[src/core/sdr_pkg.sv]
package sdr_pkg;

  // ----------------------------------------------------------------
  // Widths
  // ----------------------------------------------------------------
  localparam int CFG_W       = 8;
  localparam int REF_RATIO_W = 13;
  localparam int REF_SEL_W   = 3;
  localparam int MAIN_W      = 12;
  localparam int SWALLOW_W   = 6;
  localparam int TOTAL_W     = 18;
  localparam int WORD_W      = 24;
  localparam int CNT_W       = 6;

  // ----------------------------------------------------------------
  // Dual-modulus prescaler factor
  // ----------------------------------------------------------------
  localparam int PRESCALE_MOD = 64;

  // ----------------------------------------------------------------
  // Bit counts that select the target of a serial write
  // ----------------------------------------------------------------
  localparam logic [CNT_W-1:0] BITS_LOAD    = 6'h00;
  localparam logic [CNT_W-1:0] BITS_CFG     = 6'h08;
  localparam logic [CNT_W-1:0] BITS_REF     = 6'h10;
  localparam logic [CNT_W-1:0] BITS_SWALLOW = 6'h18;

  // ----------------------------------------------------------------
  // Field positions inside the shifted word
  // ----------------------------------------------------------------
  localparam int REF_RATIO_LSB = 0;
  localparam int REF_SEL_LSB   = 13;
  localparam int SWALLOW_LSB   = 0;
  localparam int MAIN_LSB      = 6;

  // ----------------------------------------------------------------
  // Reset values
  // ----------------------------------------------------------------
  localparam logic [CFG_W-1:0]       CFG_RST       = 8'h00;
  localparam logic [REF_RATIO_W-1:0] REF_RATIO_RST = 13'h0001;
  localparam logic [REF_SEL_W-1:0]   REF_SEL_RST   = 3'h0;
  localparam logic [MAIN_W-1:0]      MAIN_RST      = 12'h001;
  localparam logic [SWALLOW_W-1:0]   SWALLOW_RST   = 6'h00;

  // ----------------------------------------------------------------
  // Serial front end states
  // ----------------------------------------------------------------
  typedef enum logic [1:0] {
    SDR_SH_IDLE   = 2'b00,
    SDR_SH_SHIFT  = 2'b01,
    SDR_SH_COMMIT = 2'b11
  } sdr_shift_e;

endpackage

[src/core/sdr_ser_if.sv]
`timescale 1ns/100ps
interface sdr_ser_if;
  logic                      commit;
  logic [sdr_pkg::CNT_W-1:0] bit_count;
  logic [sdr_pkg::WORD_W-1:0] word;
  logic                      sdo;

  modport src (output commit, output bit_count, output word, output sdo);
  modport dst (input commit, input bit_count, input word, input sdo);
endinterface

[src/core/sdr_shift.sv]
`timescale 1ns/100ps
module sdr_shift (
  // Clock and reset
  input  wire logic clk,
  input  wire logic nrst,
  // Serial pins
  input  wire logic serial_clk,
  input  wire logic serial_data,
  input  wire logic serial_enable_n,
  // To register logic
  sdr_ser_if.src    ser
);

  typedef struct packed {
    sdr_pkg::sdr_shift_e              st;
    logic                             sclk_prev;
    logic [sdr_pkg::WORD_W-1:0]       word;
    logic [sdr_pkg::CNT_W-1:0]        cnt;
  } sdr_shift_s;

  sdr_shift_s q;
  sdr_shift_s d;
  logic       rise;

  assign rise = serial_clk & ~q.sclk_prev;

  always_comb begin
    d = q;
    d.sclk_prev = serial_clk;
    case (q.st)
      sdr_pkg::SDR_SH_IDLE: begin
        if (!serial_enable_n) begin
          d.st  = sdr_pkg::SDR_SH_SHIFT;
          d.cnt = sdr_pkg::BITS_LOAD;
          if (rise) begin
            d.word = {q.word[sdr_pkg::WORD_W-2:0], serial_data};
            d.cnt  = sdr_pkg::BITS_LOAD + 6'h01;
          end
        end
      end
      sdr_pkg::SDR_SH_SHIFT: begin
        // Release of the strobe commits what was counted
        if (serial_enable_n) begin
          d.st = sdr_pkg::SDR_SH_COMMIT;
        end else if (rise) begin
          // Oldest bit leaves at the top for a cascaded device
          d.word = {q.word[sdr_pkg::WORD_W-2:0], serial_data};
          if (q.cnt != '1) begin
            d.cnt = q.cnt + 6'h01;
          end
        end
      end
      sdr_pkg::SDR_SH_COMMIT: begin
        d.st = sdr_pkg::SDR_SH_IDLE;
      end
      default: begin
        d.st = sdr_pkg::SDR_SH_IDLE;
      end
    endcase
  end

  always_ff @(posedge clk or negedge nrst) begin
    if (!nrst) begin
      q <= '0;
    end else begin
      q <= d;
    end
  end

  assign ser.commit    = (q.st == sdr_pkg::SDR_SH_COMMIT);
  assign ser.bit_count = q.cnt;
  assign ser.word      = q.word;
  assign ser.sdo       = q.word[sdr_pkg::WORD_W-1];

endmodule

[src/core/sdr_div.sv]
`timescale 1ns/100ps
module sdr_div #(
  parameter int W = 13
) (
  // Clock and reset
  input  wire logic         clk,
  input  wire logic         nrst,
  // Count input and ratio
  input  wire logic         tick,
  input  wire logic [W-1:0] ratio,
  // Terminal pulse
  output logic              pulse
);

  typedef struct packed {
    logic [W-1:0] cnt;
    logic         pulse;
  } sdr_div_s;

  localparam logic [W-1:0] ONE = {{(W-1){1'b0}}, 1'b1};

  sdr_div_s q;
  sdr_div_s d;

  // A new ratio is only taken at the end of the running cycle, so
  // a change never truncates or stretches a cycle already begun
  always_comb begin
    d = q;
    d.pulse = 1'b0;
    if (tick) begin
      if (q.cnt <= ONE) begin
        d.cnt   = ratio;
        d.pulse = 1'b1;
      end else begin
        d.cnt = q.cnt - ONE;
      end
    end
  end

  always_ff @(posedge clk or negedge nrst) begin
    if (!nrst) begin
      q <= '0;
    end else begin
      q <= d;
    end
  end

  assign pulse = q.pulse;

endmodule

[src/core/sdr_top.sv]
`timescale 1ns/100ps
// Summary of operation
// - Total feedback division is main value times 64 plus swallow value.
// - A swallow write stores new bytes in every cascaded device at once.
// - A swallow write also copies the 13 ratio bits into the active buffer.
// - A swallow write leaves the first reference buffer unchanged.
// - A swallow write leaves the configuration register untouched.
// - A reference write stores and forwards the output select bits at once.
// - A reference write puts the ratio bits only into the first buffer.
// - The reference counter keeps its old ratio until a buffer copy.
// - A bare strobe pulse copies only the first buffer into the active one.
// - A new ratio takes effect only after the current count cycle ends.
module sdr_top (
  // Clock and reset
  input  wire logic                               clk,
  input  wire logic                               nrst,
  // Serial port
  input  wire logic                               serial_clk,
  input  wire logic                               serial_data,
  input  wire logic                               serial_enable_n,
  output logic                                    serial_data_out,
  // Counter inputs
  input  wire logic                               reference_input,
  input  wire logic                               feedback_input,
  // Register contents
  output logic [sdr_pkg::CFG_W-1:0]               config_value,
  output logic [sdr_pkg::REF_SEL_W-1:0]           reference_output_select,
  output logic [sdr_pkg::REF_RATIO_W-1:0]         active_reference_ratio,
  output logic [sdr_pkg::TOTAL_W-1:0]             active_total_ratio,
  // Comparison pulses
  output logic                                    comparison_ref_pulse,
  output logic                                    comparison_fb_pulse
);

  // ----------------------------------------------------------------
  // Types and helpers
  // ----------------------------------------------------------------
  typedef struct packed {
    logic [sdr_pkg::CFG_W-1:0]       cfg;
    logic [sdr_pkg::REF_RATIO_W-1:0] ref_buf;
    logic [sdr_pkg::REF_RATIO_W-1:0] ref_act;
    logic [sdr_pkg::REF_SEL_W-1:0]   ref_sel;
    logic [sdr_pkg::MAIN_W-1:0]      main_n;
    logic [sdr_pkg::SWALLOW_W-1:0]   swallow;
    logic [sdr_pkg::TOTAL_W-1:0]     total;
    logic                            sdo;
    logic                            ref_prev;
    logic                            fb_prev;
    logic                            ref_pulse;
    logic                            fb_pulse;
  } sdr_top_s;

  function automatic logic [sdr_pkg::TOTAL_W-1:0] total_ratio(
    input logic [sdr_pkg::MAIN_W-1:0]    n,
    input logic [sdr_pkg::SWALLOW_W-1:0] a
  );
    logic [sdr_pkg::TOTAL_W-1:0] t;
    t = sdr_pkg::TOTAL_W'(n) * sdr_pkg::TOTAL_W'(sdr_pkg::PRESCALE_MOD);
    return t + sdr_pkg::TOTAL_W'(a);
  endfunction

  localparam sdr_top_s RST = '{
    cfg:       sdr_pkg::CFG_RST,
    ref_buf:   sdr_pkg::REF_RATIO_RST,
    ref_act:   sdr_pkg::REF_RATIO_RST,
    ref_sel:   sdr_pkg::REF_SEL_RST,
    main_n:    sdr_pkg::MAIN_RST,
    swallow:   sdr_pkg::SWALLOW_RST,
    total:     sdr_pkg::TOTAL_W'(sdr_pkg::MAIN_RST) *
               sdr_pkg::TOTAL_W'(sdr_pkg::PRESCALE_MOD) +
               sdr_pkg::TOTAL_W'(sdr_pkg::SWALLOW_RST),
    sdo:       1'b0,
    ref_prev:  1'b0,
    fb_prev:   1'b0,
    ref_pulse: 1'b0,
    fb_pulse:  1'b0
  };

  sdr_top_s  q;
  sdr_top_s  d;
  sdr_ser_if ser ();
  logic      ref_tick;
  logic      fb_tick;
  logic      ref_div_pulse;
  logic      fb_div_pulse;

  // ----------------------------------------------------------------
  // Serial front end
  // ----------------------------------------------------------------
  sdr_shift u_shift (
    .clk             (clk),
    .nrst            (nrst),
    .serial_clk      (serial_clk),
    .serial_data     (serial_data),
    .serial_enable_n (serial_enable_n),
    .ser             (ser.src)
  );

  // ----------------------------------------------------------------
  // Counters
  // ----------------------------------------------------------------
  assign ref_tick = reference_input & ~q.ref_prev;
  assign fb_tick  = feedback_input & ~q.fb_prev;

  // Runs on the active buffer only
  sdr_div #(.W(sdr_pkg::REF_RATIO_W)) u_ref_div (
    .clk   (clk),
    .nrst  (nrst),
    .tick  (ref_tick),
    .ratio (q.ref_act),
    .pulse (ref_div_pulse)
  );

  sdr_div #(.W(sdr_pkg::TOTAL_W)) u_fb_div (
    .clk   (clk),
    .nrst  (nrst),
    .tick  (fb_tick),
    .ratio (q.total),
    .pulse (fb_div_pulse)
  );

  // ----------------------------------------------------------------
  // Register update
  // ----------------------------------------------------------------
  always_comb begin
    d = q;
    d.sdo       = ser.sdo;
    d.ref_prev  = reference_input;
    d.fb_prev   = feedback_input;
    d.ref_pulse = ref_div_pulse;
    d.fb_pulse  = fb_div_pulse;
    if (ser.commit) begin
      case (ser.bit_count)
        // Serial clock held low, so no bits were counted
        sdr_pkg::BITS_LOAD: begin
          d.ref_act = q.ref_buf;
        end
        sdr_pkg::BITS_CFG: begin
          d.cfg = ser.word[sdr_pkg::CFG_W-1:0];
        end
        sdr_pkg::BITS_REF: begin
          d.ref_sel = ser.word[sdr_pkg::REF_SEL_LSB +:
                               sdr_pkg::REF_SEL_W];
          d.ref_buf = ser.word[sdr_pkg::REF_RATIO_LSB +:
                               sdr_pkg::REF_RATIO_W];
        end
        sdr_pkg::BITS_SWALLOW: begin
          // Every device sees the same release edge
          d.swallow = ser.word[sdr_pkg::SWALLOW_LSB +:
                               sdr_pkg::SWALLOW_W];
          d.main_n  = ser.word[sdr_pkg::MAIN_LSB +:
                               sdr_pkg::MAIN_W];
          d.total   = total_ratio(
                        ser.word[sdr_pkg::MAIN_LSB +: sdr_pkg::MAIN_W],
                        ser.word[sdr_pkg::SWALLOW_LSB +:
                                 sdr_pkg::SWALLOW_W]);
          d.ref_act = q.ref_buf;
        end
        default: begin
          // Unknown lengths change nothing
          d.cfg = q.cfg;
        end
      endcase
    end
  end

  always_ff @(posedge clk or negedge nrst) begin
    if (!nrst) begin
      q <= RST;
    end else begin
      q <= d;
    end
  end

  // ----------------------------------------------------------------
  // Outputs
  // ----------------------------------------------------------------
  assign serial_data_out         = q.sdo;
  assign config_value            = q.cfg;
  assign reference_output_select = q.ref_sel;
  assign active_reference_ratio  = q.ref_act;
  assign active_total_ratio      = q.total;
  assign comparison_ref_pulse    = q.ref_pulse;
  assign comparison_fb_pulse     = q.fb_pulse;

endmodule

[config.mk]
export PLATFORM = sky130hd
export DESIGN_NAME = sdr_top
export DESIGN_NICKNAME = d
export VERILOG_FILES = /design/src/core/sdr_pkg.sv /design/src/core/sdr_ser_if.sv /design/src/core/sdr_shift.sv /design/src/core/sdr_div.sv /design/src/core/sdr_top.sv
export SDC_FILE = /design/constraint.sdc
export NUM_CORES = 1
export LEC_CHECK = 0
export ABC_AREA = 1
export BUFFER_PORTS_ARGS = -buffer_cell sky130_fd_sc_hd__buf_2
export CAP_MARGIN = 0
export CORE_ASPECT_RATIO = 1.5
export CORE_MARGIN = 1.5
export CORE_UTILIZATION = 55
export CTS_BUF_LIST = sky130_fd_sc_hd__clkbuf_2 sky130_fd_sc_hd__clkbuf_4 sky130_fd_sc_hd__clkbuf_8
export CTS_CLUSTER_DIAMETER = 200
export DETAILED_ROUTE_END_ITERATION = 8
export GPL_TIMING_DRIVEN = 0
export PLACE_DENSITY = 0.79
export SKIP_CTS_REPAIR_TIMING = 1
export SLEW_MARGIN = 10
export SYNTH_ARGS = -nofsm -noshare
export SYNTH_HDL_FRONTEND = slang
export SYNTH_HIERARCHICAL = 1
export SYNTH_SLANG_ARGS = --single-unit
[constraint.sdc]
create_clock -name clk -period 2.7 [get_ports clk]
set_input_delay 0.54 -clock clk [delete_from_list [all_inputs] [get_ports clk]]
set_output_delay 0.54 -clock clk [all_outputs]
set_load 0.02 [all_outputs]
-- Yosys cells after proc, flatten, opt, wreduce, memory -nomap -nowiden
Index checks and enable logic that the tools add are counted.
- flip-flop bits (word level): 126
- output and inout port bits: 45
- add/subtract/negate cells: 4
- order comparisons: 2
- equality and inequality tests: 12
- muxes and demuxes: 15
- bitwise operators: 6
- reductions and logical operators: 11
- operators with widths (operator ; number):
    30-bit 2-to-1 mux ; 4
    30-bit one-hot mux with 2 select lines ; 1
    18-bit by 6-bit adder with 18-bit output ; 1
    18-bit by 1-bit less-or-equal comparator with 1-bit output, second input constant ; 1
    18-bit 2-to-1 mux ; 1
    18-bit by 1-bit subtractor with 18-bit output, second input constant ; 1
    13-bit by 1-bit less-or-equal comparator with 1-bit output, second input constant ; 1
    13-bit 2-to-1 mux ; 1
    13-bit by 1-bit subtractor with 13-bit output, second input constant ; 1
    6-bit by 5-bit == test with 1-bit output, second input constant ; 2
    2-bit AND reduction ; 5
    5-bit AND reduction ; 2
    6-bit by 1-bit adder with 6-bit output, second input constant ; 1
    6-bit by 4-bit == test with 1-bit output, second input constant ; 1
    6-bit logical NOT ; 1
    6-bit 2-to-1 mux ; 1
    2-bit by 1-bit inequality test with 1-bit output, second input constant ; 3
    2-bit inequality test, second input constant ; 3
    6-bit inequality test, second input constant ; 1
    1-bit 2-to-1 mux ; 4
    2-bit 2-to-1 mux ; 2
    2-bit one-hot mux with 2 select lines ; 1
    1-bit AND ; 3
    1-bit inverter ; 3
    other kinds (5) ; 5

-- Logic depth before layout (Yosys ltp)
- word-level depth: 5
- mapped depth: 11
- gate-level depth less buffers: 10

-- Modules after synthesis
The synthesis kept the hierarchy.
- by module, submodules not included (module ; instances ; cells each ; area each (um2)):
    sdr_top ; 1 ; 277 ; 2591.2
    sdr_shift ; 1 ; 150 ; 1676.6
    sdr_div at u_fb_div ; 1 ; 245 ; 1497.7
    sdr_div at u_ref_div ; 1 ; 165 ; 1044.8

-- Least setup slack after synthesis
No wires, ideal clock.
- kind: reg-to-reg
- from: register u_fb_div/q[1] (netlist bit)
- to: register u_fb_div/q[2] (netlist bit)
- arrival: 1.499 ns
- data required time: 2.571 ns
- setup slack: 1.072 ns
- cell stages (with the launch flop): 11
- buffers on the path: 1
- clock period less this slack: 1.628 ns
- cell sequence: dfrtp_1 inv_1 ha_1 nand2_4 nor2_8 nand3_4 nand2_4 buf_6 nand2_1 nand3_1 o21ai_1
- cells in the longest elaborated chain, start to end: 2
- elaborated cells between the ends (all ways): 3
- RTL lines (what ; line ; text):
    from (decl) ; sdr_div.sv:22 ; sdr_div_s q;
    from (signal assigned) ; sdr_div.sv:42 ; q <= '0;
    from (signal assigned) ; sdr_div.sv:44 ; q <= d;
    18-bit by 1-bit subtractor with 18-bit output / 18-bit by 1-bit less-or-equal comparator with 1-bit output (equally long branches) ; sdr_div.sv:35, sdr_div.sv:31 ;
    18-bit 2-to-1 mux * ; sdr_div.sv:31 ; if (q.cnt <= ONE) begin
Mark *: on every way between the ends. The rest lies on a longest branch, timed or not.
A chain may end at the register's enable or synchronous reset.

-- Final worst setup path
Ends and elaborated chain as after synthesis.

==> results.sh <==
export IMPL_r2r_setup_slack_ns=0.77
export IMPL_crit_required_ns=3.01
export IMPL_numCtsBuffers=17
export IMPL_multi_input_area_sq_um=2604
export IMPL_via_per_inst=4.945
export IMPL_cp_top_family="simple AND/OR/NAND/NOR gates"
export IMPL_grt_setup_unrepaired="false"
export IMPL_crit_path_top_delay_cell="dfrtp_1"
export IMPL_setup_tns_ns=0
export IMPL_ff2ff_path_depth=10
export IMPL_crit_type="register to register"
export IMPL_track_usage=0.2348
export IMPL_crit_top_cell="nand2_4"
export IMPL_cpPeakStageDelay_ns=0.42
export IMPL_io_pins=52
export IMPL_area_growth_pct=13.54
export IMPL_final_nets=914
export IMPL_hpwlAfterDp_um=9973
export IMPL_start_util=0.5630
export IMPL_crit_reg2reg_launch="u_fb_div/q[1]"
export IMPL_grt_overflow_total=0
export IMPL_cts_root_buffer="clkbuf_8"
export IMPL_hold_viol=0
export IMPL_ir_drop_uv=427.6
export IMPL_vias=5281
export IMPL_rows=49
export IMPL_syn_inst=831
export IMPL_total_power_uw=6523
export IMPL_fin_crit_sh=0.7161
export IMPL_grt_max_degree=65
export IMPL_clock_latency_ns=0.44
export IMPL_path_cells="inv_1, ha_1, nand2_4, nor2_8, nand3_4, nand2_4, buf_6, nand2_1, nand3_1, o21ai_1"
export IMPL_clk_path_buf_depth=2
export IMPL_die_y_um=138.8
export IMPL_grt_pass1_wl_um=23780
export IMPL_cts_tree="done"
export IMPL_p_leak_uw=0.004166
export IMPL_clock_sinks=126
export IMPL_period_minus_slack_ns=1.933
export IMPL_syn_area_sq_um=6765
export IMPL_worst_ep_arrival_time_ns=2.24
export IMPL_antenna_found_initial=0
export IMPL_fillers=1066
export IMPL_drt_iter0_drc=312
export IMPL_hp_class="input pin to async pin"
export IMPL_path_depth=10
export IMPL_gp_congestion=0.9073
export IMPL_power_density_nw_per_um2=849.2
export IMPL_yosysWarnings=6
export IMPL_dieArea_sq_um=12990
export IMPL_syn_area_per_cell_sq_um=8.141
export IMPL_tightest_slew_ns=0.6008
export IMPL_post_route_cell_area_sq_um=7681
export IMPL_critPathLaunch="u_fb_div/q[1]"
export IMPL_skew_ns=0.01351
export IMPL_grt_pass1_vias=5020
export IMPL_syn_num_nets=843
export IMPL_critPathLaunchType="register"
export IMPL_cap_violations=0
export IMPL_coreArea_sq_um=12020
export IMPL_wl_um=13930
export IMPL_first_pass_iters=7
export IMPL_regArea_sq_um=3157
export IMPL_r2r_end="u_fb_div/q[2]"
export IMPL_slew_headroom=0.5995
export IMPL_clkTransAtPathRegs_ns=0.08
export IMPL_cp_num_buf_inv=2
export IMPL_drive_gt1_frac=0.2437
export IMPL_antenna_left=0
export IMPL_critPathCapture="u_fb_div/q[2]"
export IMPL_die_w_um=93.56
export IMPL_final_max_slew_violation_count=0
export IMPL_crit_path_end_kind="register"
export IMPL_max_freq_mhz=517.2
export IMPL_num_antenna_cells=0
export IMPL_placed_area_sq_um=7246
export IMPL_numPortBuffers=51
export IMPL_worst_path_max_fanout=10
export IMPL_wl_per_cell_um=13.04
export IMPL_status="finished, final reports clean"
export IMPL_h_tree_depth=4
export IMPL_setup_violations=0
export IMPL_drc=0
==> layer usage <==
metal / wire, um / vias up / GRT usage
met5: 0 / - / 0
met4: 409 / 0 / 0.09584
met3: 561 / 31 / 0.05702
met2: 7301 / 133 / 0.4012
met1: 5659 / 2459 / 0.2798
li1: - / 2658 / -
==> cell type report <==
class | count | share of cell area
timing repair buffer | 52 | 0.03763
clock inverter | 13 | 0.02427
sequential | 126 | 0.4110
buffer | 87 | 0.08340
multi-input combinational | 521 | 0.3390
clock buffer | 19 | 0.03242
inverter | 97 | 0.04740
tap | 153 | 0.02492
==> power breakdown <==
group	internal [uW]	leakage [uW]	switching, uW
Clock	1030	0.000222	771
Combinational	885	0.00226	1220
Sequential	2230	0.00168	387
==> cells in the final DEF (no fill, tap or decap), types with 4 or more instances in the layout <==
| cell | count |
|---|---|
| ha_1 | 5 |
| inv_1 | 91 |
| nand2_1 | 269 |
| buf_6 | 7 |
| nand2_4 | 5 |
| o21ai_0 | 47 |
| mux2_2 | 6 |
| buf_2 | 55 |
| bufinv_16 | 4 |
| mux2_4 | 16 |
| clkbuf_1 | 6 |
| nor2_4 | 5 |
| clkbuf_8 | 17 |
| o21ai_1 | 7 |
| xor2_1 | 6 |
| nor2_1 | 50 |
| a21oi_1 | 6 |
| nor2_2 | 10 |
| buf_4 | 70 |
| dfrtp_1 | 123 |
| nand2_2 | 5 |
| inv_2 | 5 |
| nand3_1 | 69 |
==> worst min-delay path by stage <==
stage / startpoint / to / slack, ns / cells after the start
after floorplan: nrst / active_reference_ratio[10] / 0.24 / 0
after global placement: u_fb_div/pulse / comparison_fb_pulse / 0.33 / 0
after detailed placement: u_fb_div/pulse / comparison_fb_pulse / 0.34 / 0
after CTS: nrst / config_value[5] / 0.08 / 1
after global routing: nrst / config_value[5] / 0.09 / 1
final: nrst / config_value[5] / 0.07 / 1
==> registers in the layout (all words and copies together), names as in the netlist, 3 cells and up <==
register	cells
active_reference_ratio	13
q	15
reference_output_select	3
config_value	8
u_shift/ser.word	24
u_ref_div/q	13
active_total_ratio	18
u_fb_div/q	18
u_shift/ser.bit_count	6
u_shift/q	3
==> per-stage QoR <==
stage | worst slack [ns] | instances | hold slack (ns) | util
after floorplan | 1.072 | 831 | 0.2444 | -
after global placement | -0.5757 | 1035 | 0.3323 | 0.6002
after detailed placement | 0.7970 | 1036 | 0.3362 | 0.6030
after CTS | 0.7772 | 1068 | 0.08256 | 0.6392
after global routing | 0.6191 | 1068 | 0.08670 | 0.6392
final | 0.7665 | 1068 | 0.06922 | 0.6392
(Power assumes the default switching activity.)
